**src/rtl/sac_defines.vh**
```
// Purpose: Constants for the converter control block
// Assumes: Included by the register bank and the conversion sequencer
// Notes: Byte offsets, one word apart, on a 32-bit classic Wishbone bus
`ifndef SAC_DEFINES_VH
`define SAC_DEFINES_VH

// -----------------------------------------------------------------
// Register byte offsets
// -----------------------------------------------------------------
`define SAC_OFS_LOW 8'h00
`define SAC_OFS_HIGH 8'h04
`define SAC_OFS_CTRL_A 8'h08
`define SAC_OFS_CTRL_B 8'h0c
`define SAC_OFS_INSEL 8'h10

// -----------------------------------------------------------------
// Control A fields
// -----------------------------------------------------------------
`define SAC_A_EN 7
`define SAC_A_SC 6
`define SAC_A_ATE 5
`define SAC_A_IF 4
`define SAC_A_IE 3
`define SAC_A_PS_HI 2
`define SAC_A_PS_LO 0

// -----------------------------------------------------------------
// Input select fields
// -----------------------------------------------------------------
`define SAC_I_REF_HI 7
`define SAC_I_REF_LO 6
`define SAC_I_LAR 5
`define SAC_I_CH_HI 4
`define SAC_I_CH_LO 0

// -----------------------------------------------------------------
// Control B fields and trigger codes
// -----------------------------------------------------------------
`define SAC_B_TS_HI 2
`define SAC_B_TS_LO 0
`define SAC_TS_FREE 3'h0

// -----------------------------------------------------------------
// Reset values and timing in converter clock cycles
// -----------------------------------------------------------------
`define SAC_RST_BYTE 8'h00
`define SAC_CYC_NORMAL 5'd13
`define SAC_CYC_FIRST 5'd25
`define SAC_SH_NORMAL 5'd1
`define SAC_SH_FIRST 5'd13
`define SAC_SH_AUTO 5'd2
`define SAC_SYNC_STAGES 3

`endif

```
**src/rtl/sac_sar_core.v**
```verilog
// Purpose: Successive approximation sequencer for one conversion
// Assumes: step_i is a one-cycle converter clock enable
// Notes: One result bit per step, most significant bit first
`timescale 1ns/1ps
`default_nettype none
`include "sac_defines.vh"

module sac_sar_core #(
   parameter WIDTH = 10
) (
   input wire clk_i,
   input wire rst_n_i,
   input wire start_i,
   input wire step_i,
   input wire abort_i,
   input wire first_i,
   input wire auto_i,
   input wire cmp_i,
   output wire busy_o,
   output reg sample_o,
   output reg [WIDTH-1:0] dac_o,
   output reg done_o,
   output reg [WIDTH-1:0] code_o
);

   // -----------------------------------------------------------------
   // Step counter and trial code
   // -----------------------------------------------------------------
   reg [4:0] cnt;
   reg [4:0] len;
   reg [4:0] sh_at;
   reg run;
   reg [WIDTH-1:0] trial;
   reg [WIDTH-1:0] bitp;
   wire [WIDTH-1:0] next_trial;

   assign busy_o = run;
   // Trial code with this step's comparator decision folded in
   assign next_trial = trial | (cmp_i ? bitp : {WIDTH{1'b0}});

   // Counts converter clocks; bits resolved after sample-and-hold
   always @(posedge clk_i or negedge rst_n_i) begin
      if (!rst_n_i) begin
         cnt <= 5'd0;
         len <= 5'd0;
         sh_at <= 5'd0;
         run <= 1'b0;
         trial <= {WIDTH{1'b0}};
         bitp <= {WIDTH{1'b0}};
         sample_o <= 1'b0;
         dac_o <= {WIDTH{1'b0}};
         done_o <= 1'b0;
         code_o <= {WIDTH{1'b0}};
      end else begin
         done_o <= 1'b0;
         sample_o <= 1'b0;
         if (abort_i) begin
            // Converter switched off: drop the conversion in flight
            run <= 1'b0;
         end else if (start_i && !run) begin
            run <= 1'b1;
            cnt <= 5'd0;
            len <= first_i ? `SAC_CYC_FIRST : `SAC_CYC_NORMAL;
            sh_at <= first_i ? `SAC_SH_FIRST :
               (auto_i ? `SAC_SH_AUTO : `SAC_SH_NORMAL);
            trial <= {WIDTH{1'b0}};
            bitp <= {WIDTH{1'b0}};
         end else if (run && step_i) begin
            cnt <= cnt + 5'd1;
            if (cnt == sh_at) begin
               sample_o <= 1'b1;
               bitp <= {1'b1, {(WIDTH-1){1'b0}}};
               dac_o <= {1'b1, {(WIDTH-1){1'b0}}};
            end else if (bitp != {WIDTH{1'b0}}) begin
               // Keep or drop the trial bit, then try the next lower
               trial <= next_trial;
               dac_o <= next_trial | (bitp >> 1);
               bitp <= bitp >> 1;
            end
            if (cnt == len - 5'd1) begin
               run <= 1'b0;
               done_o <= 1'b1;
               // The last decision may fall on the final step
               code_o <= next_trial;
            end
         end
      end
   end

endmodule // sac_sar_core
`default_nettype wire

```
**src/rtl/sac_ctrl.v**
```verilog
// Purpose: Digital control of a 10-bit successive approximation converter
// Assumes: Classic Wishbone slave, inputs synchronous to clk_i
// Notes: Analog array gives one comparator decision per step
`timescale 1ns/1ps
`default_nettype none
`include "sac_defines.vh"

module sac_ctrl #(
   parameter WIDTH = 10,
   parameter NTRIG = 8
) (
   input wire clk_i,
   input wire rst_n_i,
   input wire wb_cyc_i,
   input wire wb_stb_i,
   input wire wb_we_i,
   input wire [7:0] wb_adr_i,
   input wire [3:0] wb_sel_i,
   input wire [31:0] wb_dat_i,
   output reg [31:0] wb_dat_o,
   output reg wb_ack_o,
   input wire [NTRIG-1:0] trigger_i,
   input wire cmp_i,
   output wire analog_enable_o,
   output wire [1:0] reference_select_o,
   output wire [4:0] channel_gain_select_o,
   output wire sample_o,
   output wire [WIDTH-1:0] dac_o,
   output wire irq_o
);

   // -----------------------------------------------------------------
   // Register state
   // -----------------------------------------------------------------
   reg converter_enable;
   reg start_conversion;
   reg auto_trigger_enable;
   reg conversion_complete_flag;
   reg irq_enable;
   reg [2:0] prescale_sel;
   reg [2:0] trigger_source_select;
   reg left_adjust_result;
   reg [1:0] ref_temp;
   reg [4:0] chan_temp;
   reg [1:0] ref_live;
   reg [4:0] chan_live;
   reg [WIDTH-1:0] result;
   reg lock;
   reg first_pending;
   reg [7:0] pcnt;
   reg [NTRIG-1:0] trig_s1;
   reg [NTRIG-1:0] trig_s2;
   reg [NTRIG-1:0] trig_d;
   reg start_pulse;
   reg auto_start;
   reg [7:0] result_high_byte;
   reg [7:0] result_low_byte;

   wire core_busy;
   wire core_done;
   wire [WIDTH-1:0] core_code;
   wire step;
   wire req;
   wire wr_a;
   wire wr_b;
   wire wr_i;
   wire rd_low;
   wire rd_high;
   wire [NTRIG-1:0] trig_rise;
   wire sel_rise;
   wire [7:0] pdiv;
   wire [15:0] just;
   wire free_run;

   // -----------------------------------------------------------------
   // Bus decode
   // -----------------------------------------------------------------
   // A request is taken once; the ack cycle blocks a second take
   assign req = wb_cyc_i && wb_stb_i && !wb_ack_o;
   assign wr_a = req && wb_we_i && wb_sel_i[0]
      && (wb_adr_i == `SAC_OFS_CTRL_A);
   assign wr_b = req && wb_we_i && wb_sel_i[0]
      && (wb_adr_i == `SAC_OFS_CTRL_B);
   assign wr_i = req && wb_we_i && wb_sel_i[0]
      && (wb_adr_i == `SAC_OFS_INSEL);
   assign rd_low = req && !wb_we_i && (wb_adr_i == `SAC_OFS_LOW);
   assign rd_high = req && !wb_we_i && (wb_adr_i == `SAC_OFS_HIGH);

   // Acknowledge every access one cycle after the strobe
   always @(posedge clk_i or negedge rst_n_i) begin
      if (!rst_n_i) begin
         wb_ack_o <= 1'b0;
      end else begin
         wb_ack_o <= req;
      end
   end

   // Read mux; unmapped offsets read as zero
   always @(posedge clk_i or negedge rst_n_i) begin
      if (!rst_n_i) begin
         wb_dat_o <= 32'h00000000;
      end else if (req && !wb_we_i) begin
         case (wb_adr_i)
            `SAC_OFS_LOW: wb_dat_o <= {24'h000000, result_low_byte};
            `SAC_OFS_HIGH: wb_dat_o <= {24'h000000, result_high_byte};
            `SAC_OFS_CTRL_A: wb_dat_o <= {24'h000000, converter_enable,
               start_conversion, auto_trigger_enable,
               conversion_complete_flag, irq_enable, prescale_sel};
            `SAC_OFS_CTRL_B: wb_dat_o <= {29'h00000000,
               trigger_source_select};
            `SAC_OFS_INSEL: wb_dat_o <= {24'h000000, ref_temp,
               left_adjust_result, chan_temp};
            default: wb_dat_o <= 32'h00000000;
         endcase
      end
   end

   // -----------------------------------------------------------------
   // Converter clock prescaler
   // -----------------------------------------------------------------
   assign pdiv = (8'h01 << prescale_sel);
   assign step = converter_enable && (pcnt == pdiv - 8'h01);

   // Held in reset while disabled and on an auto-trigger event
   always @(posedge clk_i or negedge rst_n_i) begin
      if (!rst_n_i) begin
         pcnt <= 8'h00;
      end else if (!converter_enable || auto_start) begin
         pcnt <= 8'h00;
      end else if (step) begin
         pcnt <= 8'h00;
      end else begin
         pcnt <= pcnt + 8'h01;
      end
   end

   // -----------------------------------------------------------------
   // Trigger synchronisation and edge detect
   // -----------------------------------------------------------------
   always @(posedge clk_i or negedge rst_n_i) begin
      if (!rst_n_i) begin
         trig_s1 <= {NTRIG{1'b0}};
         trig_s2 <= {NTRIG{1'b0}};
         trig_d <= {NTRIG{1'b0}};
      end else begin
         trig_s1 <= trigger_i;
         trig_s2 <= trig_s1;
         trig_d <= trig_s2;
      end
   end

   // Per-source rising edge
   genvar g;
   generate
      for (g = 0; g < NTRIG; g = g + 1) begin : g_rise
         assign trig_rise[g] = trig_s2[g] && !trig_d[g];
      end
   endgenerate

   // Source zero is this block's own completion, others external flags
   assign sel_rise = (trigger_source_select == `SAC_TS_FREE) ?
      core_done : trig_rise[trigger_source_select];

   // Own completion as trigger keeps the start bit high between runs
   assign free_run = auto_trigger_enable
      && (trigger_source_select == `SAC_TS_FREE);

   // -----------------------------------------------------------------
   // Start requests
   // -----------------------------------------------------------------
   always @(posedge clk_i or negedge rst_n_i) begin
      if (!rst_n_i) begin
         auto_start <= 1'b0;
         start_pulse <= 1'b0;
      end else begin
         // Edges while busy are dropped; a level never retriggers
         auto_start <= converter_enable && auto_trigger_enable && sel_rise
            && (!core_busy || core_done);
         start_pulse <= start_conversion && converter_enable
            && !core_busy && !core_done && step;
      end
   end

   // -----------------------------------------------------------------
   // Control registers, start bit and completion flag
   // -----------------------------------------------------------------
   always @(posedge clk_i or negedge rst_n_i) begin
      if (!rst_n_i) begin
         converter_enable <= 1'b0;
         start_conversion <= 1'b0;
         auto_trigger_enable <= 1'b0;
         conversion_complete_flag <= 1'b0;
         irq_enable <= 1'b0;
         prescale_sel <= 3'h0;
         trigger_source_select <= 3'h0;
         left_adjust_result <= 1'b0;
         ref_temp <= 2'h0;
         chan_temp <= 5'h00;
         first_pending <= 1'b1;
      end else begin
         if (wr_a) begin
            converter_enable <= wb_dat_i[`SAC_A_EN];
            auto_trigger_enable <= wb_dat_i[`SAC_A_ATE];
            irq_enable <= wb_dat_i[`SAC_A_IE];
            prescale_sel <= wb_dat_i[`SAC_A_PS_HI:`SAC_A_PS_LO];
            if (wb_dat_i[`SAC_A_EN] && !converter_enable) begin
               first_pending <= 1'b1;
            end
         end
         if (wr_b) begin
            trigger_source_select <= wb_dat_i[`SAC_B_TS_HI:`SAC_B_TS_LO];
         end
         if (wr_i) begin
            ref_temp <= wb_dat_i[`SAC_I_REF_HI:`SAC_I_REF_LO];
            left_adjust_result <= wb_dat_i[`SAC_I_LAR];
            chan_temp <= wb_dat_i[`SAC_I_CH_HI:`SAC_I_CH_LO];
         end
         // Start bit: set by write or auto start, cleared at completion unless free running
         if (!converter_enable) begin
            start_conversion <= 1'b0;
         end else if (core_done && !auto_start && !free_run) begin
            // Single conversions end here; free running keeps it set
            start_conversion <= 1'b0;
         end else if (auto_start) begin
            start_conversion <= 1'b1;
         end else if (wr_a && wb_dat_i[`SAC_A_SC]) begin
            start_conversion <= 1'b1;
         end
         // The long first conversion is spent once the core runs
         if (core_busy) begin
            first_pending <= 1'b0;
         end
         // Completion sets the flag even if result dropped; set wins
         if (core_done) begin
            conversion_complete_flag <= 1'b1;
         end else if (wr_a && wb_dat_i[`SAC_A_IF]) begin
            conversion_complete_flag <= 1'b0;
         end
      end
   end

   // -----------------------------------------------------------------
   // Live selections: follow temp unless converting or disabled
   // -----------------------------------------------------------------
   always @(posedge clk_i or negedge rst_n_i) begin
      if (!rst_n_i) begin
         ref_live <= 2'h0;
         chan_live <= 5'h00;
      end else if (converter_enable && (!core_busy || core_done)) begin
         ref_live <= ref_temp;
         chan_live <= chan_temp;
      end
   end

   assign analog_enable_o = converter_enable;
   assign reference_select_o = ref_live;
   assign channel_gain_select_o = chan_live;
   assign irq_o = conversion_complete_flag && irq_enable;

   // -----------------------------------------------------------------
   // Result store with low-then-high lock
   // -----------------------------------------------------------------
   assign just = left_adjust_result ?
      {core_code, 6'h00} : {6'h00, core_code};

   always @(posedge clk_i or negedge rst_n_i) begin
      if (!rst_n_i) begin
         result <= {WIDTH{1'b0}};
         result_high_byte <= `SAC_RST_BYTE;
         result_low_byte <= `SAC_RST_BYTE;
         lock <= 1'b0;
      end else begin
         if (rd_high) begin
            lock <= 1'b0;
         end else if (rd_low) begin
            lock <= 1'b1;
         end
         // A completion inside the low-then-high window is dropped
         if (core_done && !lock && !rd_low) begin
            result <= core_code;
            result_high_byte <= just[15:8];
            result_low_byte <= just[7:0];
         end else if (wr_i && !lock) begin
            // Re-justify stored code when the adjust bit changes
            result_high_byte <= wb_dat_i[`SAC_I_LAR] ?
               result[9:2] : {6'h00, result[9:8]};
            result_low_byte <= wb_dat_i[`SAC_I_LAR] ?
               {result[1:0], 6'h00} : result[7:0];
         end
      end
   end

   // -----------------------------------------------------------------
   // Sequencer
   // -----------------------------------------------------------------
   // Switching the converter off abandons a conversion in flight
   sac_sar_core #(
      .WIDTH(WIDTH)
   ) u_core (
      .clk_i(clk_i),
      .rst_n_i(rst_n_i),
      .start_i(start_pulse || auto_start),
      .step_i(step),
      .abort_i(!converter_enable),
      .first_i(first_pending),
      .auto_i(auto_start),
      .cmp_i(cmp_i),
      .busy_o(core_busy),
      .sample_o(sample_o),
      .dac_o(dac_o),
      .done_o(core_done),
      .code_o(core_code)
   );

endmodule // sac_ctrl
`default_nettype wire

```
**config.mk**
```make
export PLATFORM = sky130hd
export DESIGN_NAME = sac_ctrl
export DESIGN_NICKNAME = d
export VERILOG_FILES = /design/src/rtl/sac_sar_core.v /design/src/rtl/sac_ctrl.v
export VERILOG_INCLUDE_DIRS = /design/src /design/src/rtl
export SDC_FILE = /design/constraint.sdc
export NUM_CORES = 1
export LEC_CHECK = 0
export ABC_AREA = 1
export BUFFER_PORTS_ARGS = -buffer_cell sky130_fd_sc_hd__buf_4
export CAP_MARGIN = 20
export CORE_MARGIN = 3
export CORE_UTILIZATION = 45
export CTS_CLUSTER_DIAMETER = 40
export DETAILED_ROUTE_END_ITERATION = 7
export PLACE_DENSITY = 0.7
export SLEW_MARGIN = 20
export SYNTH_ARGS = -nofsm -noshare
export SYNTH_HDL_FRONTEND = slang
export SYNTH_SLANG_ARGS = --single-unit
```
**constraint.sdc**
```tcl
create_clock -name clk_i -period 2.4 [get_ports clk_i]
set_clock_uncertainty 0.2 [all_clocks]
set_input_delay 0.72 -clock clk_i [delete_from_list [all_inputs] [get_ports clk_i]]
set_output_delay 0.72 -clock clk_i [all_outputs]
set_load 0.005 [all_outputs]
```
==> results.md <==
* Status: finished, violations left
* Failing checks: setup timing
* Share of layout cells above drive strength 1 at 21.05%
* CP max stage cell: dfrtp_1
* Worst skew pair latency at 0.42 ns
* Top cells by count, synth: 230 x nand2_1, 146 x dfrtp_1, 90 x inv_1
* Post-DRT Antenna Nets at 0
* Die area at around 17,000 µm²
* Critical path, cell by cell: nor2_2 -> nand2_2 -> ha_4 -> inv_2 -> nand2_1 -> nand3_1 -> nor2_1 -> nand2_1 -> nor2_4 -> nand4_1 -> nand2_4 -> clkbuf_16 -> nand3_1 -> nand2_1
* HP Class: in -> async
* Area grow syn2layout at 24.07%
* Max Fanout on Critical Path at 7
* Top cell by count, worst path: nand2_1
* Synthesized area per cell at approximately 8.3 µm²
* Pins over their slew limit at 0
* Initial antenna violation count at 0
* Worst Setup SP: prescale_sel[0]$_DFFE_PN0P_
* Synth area leader: dfrtp_1
* Final setup margin at -0.05942 ns
* Final Hold Viols at 0
* Most common cell in the netlist: nand2_1
* Largest net degree at the start of global routing at between 40 and 50
* Core area at roughly 15,000 µm²
* Final setup viols at 23
* Clk sinks at 147
* Mapped Cells at 841
* Max cap viols at 0
* CTS tree: done
* Rows at 45
* VDD IR-drop max at 0.0004591 V
* Fmax at 406.6 MHz
* Period utilization at 102.5%
* Synth area leaders: dfrtp_1 52%, nand2_1 12%, inv_1 4.8%
* DPL Wire Length at 11,050 µm
* # hold bufs at CTS at 0
* PortBufs at 58
* Mapped cell area at 7017 µm²
* Power Density at 721.6 nW/µm²
* Placement-stage worst setup slack at 0.02551 ns
* DRC at 0
* Die width at 130.9 µm
* Vias in the first global route at around 5,400
* Final WL at between 15,000 and 20,000 µm
* Die height at 130.9 µm
* First-pass GRT wire length at ~26,000 µm
* H-Tree Depth at 4
* Yosys warns at 0
* R2r startpoint: prescale_sel[0]$_DFFE_PN0P_
* WL per Instance at 13.91 µm
* GRT Total Usage at about a fifth
* Largest stage delay on the critical path at 0.41 ns
* Critical Path End Type: flip-flop
* Synth top area share at 52.07%
* Setup_tns at -0.4950 ns
* Total gr overflow at 0
* Initial DRT Pass Iterations at 5
* Initial Util at 46.16%
* Register-to-register setup slack at -0.06 ns
* Num CTS Buffers at 17
* Worst reg-to-reg path cell count at 14
* IO Pins at 111
* Post-synth EDFFs at 0
* Iteration-0 DRC Markers at 304
* Flops & latches, synth at 147
* Req. time, crit path at roughly 2.6 ns
* Tmin final at roughly 2.5 ns
* Register area share after synthesis at 52.44%
* Antenna cell count at 0
* Startpoint Class: flip-flop
* Post-synth ARST share at 100.0%
* WS Path Type: reg -> reg
* Clock-pin slew on the worst setup and hold paths at 0.06 ns
* Worst EP arrival at 2.63 ns
* Vias per inst at 5.024
* Leak at 4.409 nW
* Top FF cell, synth: dfrtp_1
* Root Buffer: clkbuf_16
* FF-to-FF End: u_core.bitp[5]$_DFFE_PN0P_
* RSZ-0062 raised after global routing: true
* Via count at 5,717
* Synth unique cells at 46
* Placer Congestion at ~0.85
* Clock Path Buffers at 2
* Final net count at 1,002
[registers in the layout, indices dropped and copies added (netlist names), 2 cells and up]
signal / count
chan_temp: 5
channel_gain_select_o: 5
pcnt: 8
prescale_sel: 3
ref_temp: 2
reference_select_o: 2
result: 10
result_high_byte: 8
result_low_byte: 8
trig_d: 7
trig_s1: 7
trig_s2: 7
trigger_source_select: 3
u_core.bitp: 10
u_core.cnt: 5
u_core.code_o: 10
u_core.dac_o: 10
u_core.len: 2
u_core.sh_at: 3
u_core.trial: 10
wb_dat_o: 8
[stage by stage]
step	std cells	hold slack [ns]	util [%]	cell area, µm²	power, mW
after floorplan	864	0.1312	-	7103	3.447
after global placement	1095	0.1349	50.93	7742	3.757
after detailed placement	1095	0.1355	50.93	7742	3.786
after CTS	1125	0.03067	54.63	8305	6.290
after global routing	1138	0.04533	57.27	8706	6.631
final	1138	0.01484	57.27	8706	6.282
[critical path: cells and delay by family (launching register included)]
family | cells | cell delay (ns)
adders and majority gates | 1 | 0.27
buffers and inverters | 2 | 0.23
DFF | 1 | 0.41
and+or+nand+nor | 11 | 1.29
[cells in the final DEF, fill, tap and decap left out, types with 4 or more instances in the layout]
cell type,n
nand2_1,214
dfrtp_1,146
inv_1,89
buf_4,89
nor2_1,82
nand3_1,54
o21ai_0,40
a21oi_1,27
conb_1,24
clkbuf_16,20
o21ai_2,15
nand2_4,14
nand3_2,11
nand2_2,8
o211ai_1,8
o21ai_1,8
a31oi_1,8
nor3_1,7
inv_2,6
xor2_1,6
buf_12,5
clkinv_4,4
clkinv_1,4
mux2i_1,4
ha_1,4
clkbuf_8,4
[logic make-up (layout without fill, tap and decap cells)]
logic type / after synthesis / in the layout / share of synthesized area (%)
AOI/OAI and AO/OA: 120 / 120 / 10.09
xor gates and xnor gates: 9 / 9 / 1.123
and+or+nand+nor: 410 / 410 / 24.98
other: 1 / 24 / 0.05344
adders and majority gates: 5 / 5 / 0.8916
DFF: 147 / 147 / 52.44
buffers and inverters: 145 / 231 / 9.843
muxes: 4 / 4 / 0.5706
[layer usage]
layer,up-vias,global-route usage (%),wire (µm)
met2,141,29.63,7335
met4,0,9.074,510
met1,2699,26.24,7278
met3,43,4.106,704
met5,-,0,0
li1,2834,-,-
[report_power, final]
group / switching (mW) / internal (mW)
Clock: 0.980 / 1.52
Sequential: 0.152 / 2.68
Combinational: 0.565 / 0.384
[cell type report]
| cell class | instances | area [µm²] |
|---|---|---|
| tap | 188 | 235.2 |
| clock inverter | 8 | 78.83 |
| fill | 1368 | 6496 |
| clock buffer | 22 | 484.2 |
| timing repair buffer | 101 | 892.1 |
| inverter | 100 | 380.4 |
| sequential | 147 | 3680 |
| multi-input combinational | 572 | 2955 |
[worst max-delay path by stage]
stage / endpoint / slack (ns) / cells past startpoint
after floorplan: u_core.code_o[2]$_DFFE_PN0P_ / 0.16 / 14
after global placement: u_core.trial[5]$_DFFE_PN0P_ / 0.05 / 14
after detailed placement: u_core.trial[8]$_DFFE_PN0P_ / 0.03 / 14
after CTS: u_core.trial[8]$_DFFE_PN0P_ / 0.0002 / 14
after global routing: u_core.trial[5]$_DFFE_PN0P_ / -0.19 / 14
final: u_core.bitp[5]$_DFFE_PN0P_ / -0.06 / 14
[repair_timing]
action	CTS	global route
buffers inserted	0	10
gates resized for setup	0	60
setup endpoints to repair	0	47
No activity file was read; power rests on OpenSTA's default activity.
